`config.mk`:
```
export PLATFORM = sky130hd
export DESIGN_NAME = qmuthf_top
export DESIGN_NICKNAME = d
export VERILOG_FILES = /design/src/shared/qmuthf_pkg.sv /design/src/design/qmuthf_top.sv
export SDC_FILE = /design/constraint.sdc
export NUM_CORES = 1
export LEC_CHECK = 0
export BUFFER_PORTS_ARGS = -buffer_cell sky130_fd_sc_hd__buf_4
export CAP_MARGIN = 20
export CORE_ASPECT_RATIO = 2
export CORE_MARGIN = 2
export CORE_UTILIZATION = 59
export CTS_BUF_LIST = sky130_fd_sc_hd__clkbuf_8
export DETAILED_ROUTE_END_ITERATION = 6
export PLACE_DENSITY = 0.93
export SLEW_MARGIN = 20
export SYNTH_ARGS = -nofsm -noshare
export SYNTH_HDL_FRONTEND = slang
export SYNTH_SLANG_ARGS = --single-unit
```
`constraint.sdc`:
```
create_clock -name ref_clk -period 7.6 [get_ports ref_clk]
set_clock_uncertainty 0.2 [all_clocks]
set_input_delay 1.14 -clock ref_clk [delete_from_list [all_inputs] [get_ports ref_clk]]
set_output_delay 1.14 -clock ref_clk [all_outputs]
set_load 0.005 [all_outputs]
```
`src/shared/qmuthf_pkg.sv`:
```
package qmuthf_pkg;
  localparam int ADDR_W = 12;
  localparam int DATA_W = 16;
  localparam logic [ADDR_W-1:0] OFS_RX_FRAME_THRESHOLD    = 12'h19C;
  localparam logic [ADDR_W-1:0] OFS_TX_NEXT_SPACE_REQUEST = 12'h19E;
  localparam logic [ADDR_W-1:0] OFS_GROUP_HASH_WORD0      = 12'h1A0;
  localparam logic [ADDR_W-1:0] OFS_GROUP_HASH_WORD1      = 12'h1A2;
  localparam logic [ADDR_W-1:0] OFS_GROUP_HASH_WORD2      = 12'h1A4;
  localparam logic [ADDR_W-1:0] OFS_GROUP_HASH_WORD3      = 12'h1A6;
  localparam int HASH_WORDS = 4;
  localparam int LIMIT_W = 8;
  localparam logic [LIMIT_W-1:0] RST_RX_COUNT_LIMIT = 8'h00;
  localparam logic [DATA_W-1:0] RST_TX_NEXT_SPACE   = 16'h0000;
  localparam logic [DATA_W-1:0] RST_GROUP_HASH      = 16'h0000;
  localparam logic [DATA_W-1:0] READ_UNMAPPED       = 16'h0000;
  localparam int DA_W = 48;
  localparam int DA_BYTES = 6;
  localparam int MCAST_BIT = 40;
  localparam logic [31:0] CRC_POLY = 32'h04C11DB7;
  localparam logic [31:0] CRC_INIT = 32'hFFFFFFFF;
  localparam int HASH_IDX_W = 6;
  localparam int CRC_IDX_LSB = 26;
  localparam int WORD_SEL_LSB = 4;
endpackage

```
`src/design/qmuthf_top.sv`:
```
// Function
// - With the receive threshold enable set, the receive-ready flag is raised when the held frame count goes above the threshold.
// - The frame count threshold is an 8-bit read/write field in the low byte, reset to zero, with the upper byte reserved.
// - Software writes the next frame's transmit space need in double words into a 16-bit read/write register that resets to zero.
// - With the transmit space monitor set, the space-available flag is raised when free transmit space reaches the requested amount.
// - A 64-bit group hash table is indexed by the top six bits of a CRC over the 48-bit destination address.
// - The top two index bits pick one of four 16-bit hash words and the low four pick the bit.
// - The hash table filters group frames only in the hash-perfect filter mode.
// - A frame whose selected hash bit is set is accepted.
// - In hash-perfect mode a group frame with its hash bit clear is dropped unless receive-all and multicast-with-MAC are both set.
// - With receive-all and multicast-with-MAC both set, every multicast frame is accepted regardless of the table.
// - The receive-ready flag is edge triggered and cleared by a write of one.
`timescale 1ns/10ps
`default_nettype none
module qmuthf_top
  import qmuthf_pkg::*;
(
  input  wire logic                          ref_clk,
  input  wire logic                          srst,
  input  wire logic [qmuthf_pkg::ADDR_W-1:0] reg_addr,
  input  wire logic                          reg_wr,
  input  wire logic                          reg_rd,
  input  wire logic [1:0]                    reg_be,
  input  wire logic [qmuthf_pkg::DATA_W-1:0] reg_wdata,
  output logic      [qmuthf_pkg::DATA_W-1:0] reg_rdata,
  input  wire logic                          rx_thresh_en,
  input  wire logic                          rx_enabled,
  input  wire logic [7:0]                    rx_frame_count,
  input  wire logic                          rx_flag_clear,
  output logic                               rx_frame_ready_flag,
  input  wire logic                          tx_mem_monitor_en,
  input  wire logic [15:0]                   tx_free_dwords,
  input  wire logic                          tx_flag_clear,
  output logic                               tx_space_avail_flag,
  input  wire logic                          da_valid,
  input  wire logic [qmuthf_pkg::DA_W-1:0]   da_addr,
  input  wire logic                          hash_perfect_mode,
  input  wire logic                          rx_receive_all,
  input  wire logic                          rx_mcast_mac,
  output logic                               filt_valid,
  output logic                               filt_accept,
  output logic [qmuthf_pkg::HASH_IDX_W-1:0]  filt_index
);
  import qmuthf_pkg::*;

  logic [LIMIT_W-1:0] rx_count_limit;
  logic [DATA_W-1:0]  tx_next_space_request;
  logic [DATA_W-1:0]  group_hash_word [HASH_WORDS];
  logic               rx_cond_q;
  logic               tx_cond_q;

  // Address decode
  wire sel_thr  = (reg_addr == OFS_RX_FRAME_THRESHOLD);
  wire sel_txr  = (reg_addr == OFS_TX_NEXT_SPACE_REQUEST);
  wire [HASH_WORDS-1:0] sel_hash;
  assign sel_hash[0] = (reg_addr == OFS_GROUP_HASH_WORD0);
  assign sel_hash[1] = (reg_addr == OFS_GROUP_HASH_WORD1);
  assign sel_hash[2] = (reg_addr == OFS_GROUP_HASH_WORD2);
  assign sel_hash[3] = (reg_addr == OFS_GROUP_HASH_WORD3);

  wire wr_thr = reg_wr && sel_thr && reg_be[0];

  // Threshold low byte only; upper byte reserved, reads zero
  always_ff @(posedge ref_clk) begin
    if (srst) begin
      rx_count_limit <= RST_RX_COUNT_LIMIT;
    end else if (wr_thr) begin
      rx_count_limit <= reg_wdata[LIMIT_W-1:0];
    end
  end

  always_ff @(posedge ref_clk) begin
    if (srst) begin
      tx_next_space_request <= RST_TX_NEXT_SPACE;
    end else if (reg_wr && sel_txr) begin
      if (reg_be[0]) begin
        tx_next_space_request[7:0] <= reg_wdata[7:0];
      end
      if (reg_be[1]) begin
        tx_next_space_request[15:8] <= reg_wdata[15:8];
      end
    end
  end

  genvar gi;
  generate
    for (gi = 0; gi < HASH_WORDS; gi++) begin : g_hash
      always_ff @(posedge ref_clk) begin
        if (srst) begin
          group_hash_word[gi] <= RST_GROUP_HASH;
        end else if (reg_wr && sel_hash[gi]) begin
          if (reg_be[0]) begin
            group_hash_word[gi][7:0] <= reg_wdata[7:0];
          end
          if (reg_be[1]) begin
            group_hash_word[gi][15:8] <= reg_wdata[15:8];
          end
        end
      end
    end
  endgenerate

  // Read mux; unmapped addresses read zero
  wire [DATA_W-1:0] thr_read = {{(DATA_W-LIMIT_W){1'b0}}, rx_count_limit};
  wire [DATA_W-1:0] next_rdata =
    sel_thr     ? thr_read :
    sel_txr     ? tx_next_space_request :
    sel_hash[0] ? group_hash_word[0] :
    sel_hash[1] ? group_hash_word[1] :
    sel_hash[2] ? group_hash_word[2] :
    sel_hash[3] ? group_hash_word[3] : READ_UNMAPPED;

  always_ff @(posedge ref_clk) begin
    if (srst) begin
      reg_rdata <= READ_UNMAPPED;
    end else if (reg_rd) begin
      reg_rdata <= next_rdata;
    end
  end

  // Edge-triggered flags: a level that stays true does not re-raise
  wire rx_cond = rx_thresh_en && (rx_frame_count > rx_count_limit);
  wire rx_rise = rx_cond && !rx_cond_q;
  wire tx_cond = tx_mem_monitor_en &&
                 (tx_free_dwords >= tx_next_space_request);
  wire tx_rise = tx_cond && !tx_cond_q;

  always_ff @(posedge ref_clk) begin
    if (srst) begin
      rx_cond_q <= 1'b0;
      tx_cond_q <= 1'b0;
    end else begin
      rx_cond_q <= rx_cond;
      tx_cond_q <= tx_cond;
    end
  end

  // Set wins over a clear in the same cycle, so no event is lost
  always_ff @(posedge ref_clk) begin
    if (srst) begin
      rx_frame_ready_flag <= 1'b0;
    end else if (rx_rise) begin
      rx_frame_ready_flag <= 1'b1;
    end else if (rx_flag_clear) begin
      rx_frame_ready_flag <= 1'b0;
    end
  end

  always_ff @(posedge ref_clk) begin
    if (srst) begin
      tx_space_avail_flag <= 1'b0;
    end else if (tx_rise) begin
      tx_space_avail_flag <= 1'b1;
    end else if (tx_flag_clear) begin
      tx_space_avail_flag <= 1'b0;
    end
  end

  // Serial CRC unrolled over 48 bits; one cycle of logic depth
  function automatic logic [31:0] da_crc(input logic [DA_W-1:0] da);
    logic [31:0] c;
    logic        fb;
    c = CRC_INIT;
    fb = 1'b0;
    for (int b = 0; b < DA_BYTES; b++) begin
      for (int k = 0; k < 8; k++) begin
        fb = c[31] ^ da[DA_W-8-8*b+k];
        c = {c[30:0], 1'b0} ^ (fb ? CRC_POLY : 32'h00000000);
      end
    end
    return c;
  endfunction

  wire [31:0]           crc_val   = da_crc(da_addr);
  wire [HASH_IDX_W-1:0] hash_idx  = crc_val[31:CRC_IDX_LSB];
  wire [1:0]            word_sel  = hash_idx[HASH_IDX_W-1:WORD_SEL_LSB];
  wire [3:0]            bit_sel   = hash_idx[WORD_SEL_LSB-1:0];
  wire [DATA_W-1:0]     hash_word = group_hash_word[word_sel];
  wire                  hash_hit  = hash_word[bit_sel];
  wire                  is_mcast  = da_addr[MCAST_BIT];
  wire                  mcast_all = rx_receive_all && rx_mcast_mac;
  // Table only judges group frames in hash-perfect mode
  wire                  use_hash  = hash_perfect_mode && is_mcast;
  wire next_accept = !use_hash || mcast_all || hash_hit;

  always_ff @(posedge ref_clk) begin
    if (srst) begin
      filt_valid  <= 1'b0;
      filt_accept <= 1'b0;
      filt_index  <= '0;
    end else begin
      filt_valid <= da_valid;
      if (da_valid) begin
        filt_accept <= next_accept;
        filt_index  <= hash_idx;
      end
    end
  end

  // Explicit clock: the loop scope does not lean on the default
  for (genvar gj = 0; gj < HASH_WORDS; gj++) begin : g_hash_chk

  end
endmodule
`default_nettype wire

```
==> results of run 1 <==
synth_stat cells (4+ instances only):
| cell type | number | area [µm²] |
|---|---|---|
| a31o_2 | 8 | 70.1 |
| xnor2_4 | 8 | 220 |
| o21ai_0 | 4 | 20.0 |
| a221oi_1 | 8 | 70.1 |
| nand2b_1 | 4 | 25.0 |
| clkbuf_1 | 19 | 71.3 |
| mux2i_1 | 41 | 410 |
| ha_1 | 24 | 300 |
| a311oi_1 | 16 | 140 |
| and2_1 | 66 | 413 |
| nor4_1 | 5 | 31.3 |
| xnor2_1 | 134 | 1170 |
| a21oi_1 | 8 | 40.0 |
| mux4_1 | 10 | 263 |
| a21o_1 | 14 | 105 |
| a22oi_1 | 16 | 120 |
| nor3b_1 | 6 | 45.0 |
| nor2_1 | 58 | 218 |
| buf_4 | 4 | 30.0 |
| xor2_1 | 26 | 228 |
| xnor2_2 | 22 | 358 |
| a22o_1 | 9 | 78.8 |
| a222oi_1 | 8 | 80.1 |
| nor2b_1 | 4 | 25.0 |
| dfxtp_1 | 52 | 1040 |
| nand2_1 | 10 | 37.5 |
| nand3_1 | 5 | 25.0 |
| edfxtp_1 | 64 | 1920 |
| xnor3_1 | 4 | 90.1 |
| xnor3_2 | 4 | 95.1 |
| inv_1 | 27 | 101 |
final cells by class:
type                       count  share of cell area [%]
sequential                   116                    30.4
inverter                      28                    1.08
multi-input combinational    546                    50.8
timing repair buffer         146                    11.2
clock buffer                  21                    2.96
clock inverter                11                    1.62
tap                          155                    1.99
cells in the final DEF, fill, tap and decap left out, drive strengths merged, types with 10 or more instances in the layout:
cell and count:
inv 29, buf 146, edfxtp 64, a22oi 16, a311oi 16, xnor2 164, clkbuf 21, mux2i 41
nand2 10, xor2 28, nor2 58, mux4 13, ha 24, dfxtp 52, and2 66, a21o 14
worst max-delay path, cell delays in order:
cell,delay (ns)
buf_4,0.20
xnor3_2,0.48
xnor3_2,0.42
xnor2_1,0.19
xnor3_2,0.36
xnor2_4,0.17
xnor2_2,0.28
xnor2_4,0.14
xnor2_4,0.20
xnor2_4,0.61
mux4_1,0.66
mux2i_1,0.33
mux2i_1,0.14
mux2i_1,0.18
nand2_1,0.08
o31ai_1,0.11
a211oi_1,0.12
registers in the layout, indices dropped and copies added, names as in the netlist:
register / count
rx_cond_q: 1
filt_valid: 1
filt_index: 6
tx_next_space_request: 16
tx_space_avail_flag: 1
group_hash_word: 64
filt_accept: 1
rx_count_limit: 8
tx_cond_q: 1
reg_rdata: 16
rx_frame_ready_flag: 1
kinds of logic after synthesis:
group,after synthesis,share of synthesized area (%)
xor gates and xnor gates,200,26.9
and+or+nand+nor,168,10.9
DFF,116,36.3
AOI/OAI and AO/OA,98,9.48
buffers and inverters,61,3.49
muxes,56,9.34
adders and majority gates,24,3.68
metrics by stage:
step / cell area, µm² / instances / setup slack (ns) / util [%]
after floorplan: 8170 / 723 / 2.36 / -
after detailed placement: 9300 / 991 / 1.42 / 68.8
after global routing: 9760 / 1023 / 1.76 / 72.2
after CTS: 9740 / 1023 / 1.90 / 72.1
final: 9760 / 1023 / 1.84 / 72.2
after global placement: 9290 / 990 / 1.49 / 68.8
per-layer routing:
layer  up-vias  global-route usage (%)
met5         -                       0
met4         0                    24.6
met3       118                    5.97
met2       354                    55.7
met1      2964                    26.0
li1       2829                       -
how the worst max path moves through the flow:
stage	endpoint	depth (start not counted)	startpoint
2_1_floorplan	filt_accept	17	da_addr[40]
3_5_place_dp	filt_accept	17	da_addr[40]
4_1_cts	filt_accept	17	da_addr[40]
3_3_place_gp	filt_accept	17	da_addr[40]
5_1_grt	filt_accept	17	da_addr[40]
6_report	filt_accept	17	da_addr[40]
==> results.json, run 1 <==
{
  "status": "finished clean",
  "ant_nets": 0,
  "grt_pass1_vias": 6513,
  "drt-met1-wl_um": 6270,
  "ff2ff_setup_slack_ns": 3.93,
  "period_share_pct": 75.8,
  "cp-end-kind": "register",
  "critical_path_required_ns": 7.69,
  "die_w_um": 87.2,
  "synth.distinct_cells": 54,
  "clk_latency_ns": 0.44,
  "clock-sinks": 116,
  "dieArea_um2": 14900,
  "syn_nets": 862,
  "cts_hold_buf": 0,
  "cp_max_fo": 17,
  "rows": 60,
  "routabilityCongestion": 0.962,
  "wl_um": 22000,
  "yosys_register_bits": 116,
  "root_buffer": "clkbuf_8",
  "gr-total-overflow": 0,
  "arrival_ns": 5.85,
  "synth-edff-count": 64,
  "yosysSeqAreaShare_pct": 36.3,
  "cts_setup_buffers": 0,
  "grt_usage_pct": 29.9,
  "final.fill_count": 906,
  "grt_pass1_wl_um": 32800,
  "finalSetupViolCount": 0,
  "cts_tree": "yes",
  "syn_area_per_cell_um2": 11.3,
  "setup_tns_ns": 0,
  "drive_above_1_share_pct": 26.4,
  "portBuffers": 138,
  "initial_core_util_pct": 60.5,
  "cts.clk_slew.worst_paths_ns": 0.07,
  "path_class": "primary input to register",
  "holdWs_ns": 0.268,
  "multi_input_area_um2": 4960,
  "vias": 6265,
  "clockBufferDepth": 2,
  "timing.fmax_mhz": 174,
  "grt_max_degree": 69,
  "hp-start": "tx_space_avail_flag",
  "syn_area_um2": 8170,
  "hold_viol": 0,
  "ys.flop_type": "edfxtp_1",
  "area_growth_pct": 19.4,
  "min_to": "tx_space_avail_flag",
  "whs_path_depth": 2,
  "finalMaxSlewViolations": 0,
  "vias_per_cell": 6.12,
  "slew_headroom_pct": 33.6,
  "hpwl_um": 16900,
  "yosysWarnings": 0,
  "crit-reg2reg-capture": "tx_space_avail_flag",
  "h-tree-depth": 4,
  "antenna_found_initial": 0,
  "hold_path_class": "register to register",
  "final_nets": 994,
  "reg2reg_from": "tx_next_space_request[0]",
  "dr_wl_met2_um": 12400,
  "wire_per_inst_um": 21.5,
  "io_pins": 141,
  "fp.dieH_um": 170,
  "top_layer": "met4",
  "dr_wl_met3_um": 1410,
  "insertedDiodeCount": 0,
  "rr_worst_depth": 17,
  "drv_cap": 0,
  "numCtsBuffers": 17,
  "ctsResizeCount": 0,
  "netlist_instances": 723,
  "fin_crit_ns": 5.76,
  "ys_async_sr_fraction_pct": 0,
  "first_iter_violations": 633,
  "tightestPinTransition_ns": 0.994,
  "regArea_um2": 2960,
  "worstSetupStartpointType": "primary input",
  "coreArea_um2": 13500,
  "grt_setup_unrepaired": "no",
  "drc": 0,
  "first_pass_iters": 6
}
Power of run 1 is left out: the tool's default activity adds up to more than one toggle a clock period on the data nets, which glitch-free logic cannot reach.
==> run 2, diff against run 1 <==
Clock period 7.6 ns to 6.05 ns, I/O delays scaled along.
==> results.json, run 2 (synthesis results as in run 1) <==
{
  "hold_path_class": "register to register",
  "numCtsBuffers": 17,
  "clk_latency_ns": 0.44,
  "status": "finished clean",
  "largestRegisters": "group_hash_word (64), reg_rdata (16), tx_next_space_request (16)",
  "clock-sinks": 116,
  "path_class": "primary input to register",
  "vias": 6338,
  "io_pins": 141,
  "wire_per_inst_um": 21.9,
  "fin_cells": 1029,
  "layout_commonest_cell": "buf_4",
  "antenna_found_initial": 0,
  "cp-startpoint": "da_addr[40]",
  "hpwl_um": 17300,
  "dp.cells": 997,
  "area_growth_pct": 20.1,
  "cpMaxStageDelayCell": "mux4_1",
  "final_cell_mix": "buf_4 (152), xnor2_1 (133), and2_1 (66)",
  "cts_hold_buf": 0,
  "ctsResizeCount": 0,
  "grt_usage_pct": 30.9,
  "final_core_util_pct": 72.6,
  "gr-total-overflow": 0,
  "drc": 0,
  "rows": 60,
  "rr_worst_depth": 17,
  "cts_tree": "yes",
  "h-tree-depth": 4,
  "crit_family": "XOR/XNOR gates",
  "initial_core_util_pct": 60.5,
  "grt_setup_unrepaired": "no",
  "root_buffer": "clkbuf_8",
  "finalMaxSlewViolations": 0,
  "wl_um": 22600,
  "grt_pass1_wl_um": 33800,
  "drv_cap": 0,
  "routabilityCongestion": 1.01,
  "drive_above_1_share_pct": 27.1,
  "critical_path_required_ns": 6.14,
  "timing.fmax_mhz": 186,
  "dieArea_um2": 14900,
  "slew_headroom_pct": 25.1,
  "insertedDiodeCount": 0,
  "fp.dieH_um": 170,
  "clockBufferDepth": 2,
  "first_pass_iters": 6,
  "largest_reg_flops": 64,
  "critPathMostFrequentCell": "xnor2_4",
  "die_w_um": 87.2,
  "first_iter_violations": 618,
  "cts.clk_slew.worst_paths_ns": 0.08,
  "cp.depth": 17,
  "ant_nets": 0,
  "final_nets": 1000,
  "crit-reg2reg-capture": "tx_cond_q",
  "arrival_ns": 5.48,
  "cts_setup_buffers": 0,
  "holdWs_ns": 0.284,
  "setup.worst_path.end": "filt_accept",
  "finalSetupViolCount": 0,
  "setup_tns_ns": 0,
  "final.fill_count": 908,
  "fin_crit_ns": 5.39,
  "crit_chain": "buf_4 > xnor3_2 > xnor3_2 > xnor2_1 > xnor3_2 > xnor2_4 > xnor2_2 > xnor2_4 > xnor2_4 > xnor2_4 > mux4_1 > mux2i_1 > mux2i_1 > mux2i_1 > nand2_1 > o31ai_1 > a211oi_1",
  "path_buf_inv": 1,
  "portBuffers": 138,
  "hold_viol": 0,
  "worstSetupStartpointType": "primary input",
  "slowest_delay_ns": 0.64,
  "period_share_pct": 89.1,
  "grt_pass1_vias": 6510,
  "ff2ff_setup_slack_ns": 2.33,
  "tightestPinTransition_ns": 1.12,
  "largest-register": "group_hash_word",
  "grt_max_degree": 69,
  "cp-end-kind": "register",
  "reg2reg_from": "tx_next_space_request[0]",
  "coreArea_um2": 13500,
  "vias_per_cell": 6.16,
  "cp_max_fo": 11
}
run 2: how the worst min path moves through the flow:
stage | depth (start not counted) | endpoint | startpoint
floorplan | 2 | rx_frame_ready_flag | rx_cond_q
global placement | 2 | tx_space_avail_flag | tx_space_avail_flag
detailed placement | 2 | tx_space_avail_flag | tx_space_avail_flag
CTS | 2 | tx_space_avail_flag | tx_space_avail_flag
global route | 2 | reg_rdata[7] | reg_rdata[7]
finish | 2 | tx_space_avail_flag | tx_space_avail_flag
run 2: tightest hold or removal path, stage by stage (launching register included):
cell     delay [ns]
dfxtp_1        0.34
a32oi_1        0.06
o21ai_0        0.06
run 2: area by class of cell:
type | count | area [µm²] | area share (%)
clock buffer | 18 | 248 | 2.53
inverter | 28 | 105 | 1.07
sequential | 116 | 2960 | 30.2
tap | 155 | 194 | 1.98
clock inverter | 14 | 201 | 2.05
timing repair buffer | 152 | 1140 | 11.6
multi-input combinational | 546 | 4960 | 50.5
run 2: per-layer routing:
layer	GRT usage, %	part of all wire (%)	routed length, µm
met1	26.1	28	6290
met2	58.7	56	12700
met3	5.72	6.7	1510
met4	25.1	9.2	2070
met5	0	0	0
run 2: metrics by stage:
stage / area (µm²) / worst slack (ns)
floorplan: 8170 / 1.04
global placement: 9350 / 0.399
detailed placement: 9350 / 0.260
CTS: 9800 / 0.691
global route: 9810 / 0.545
finish: 9810 / 0.662
Power of run 2 is left out for the same reason.
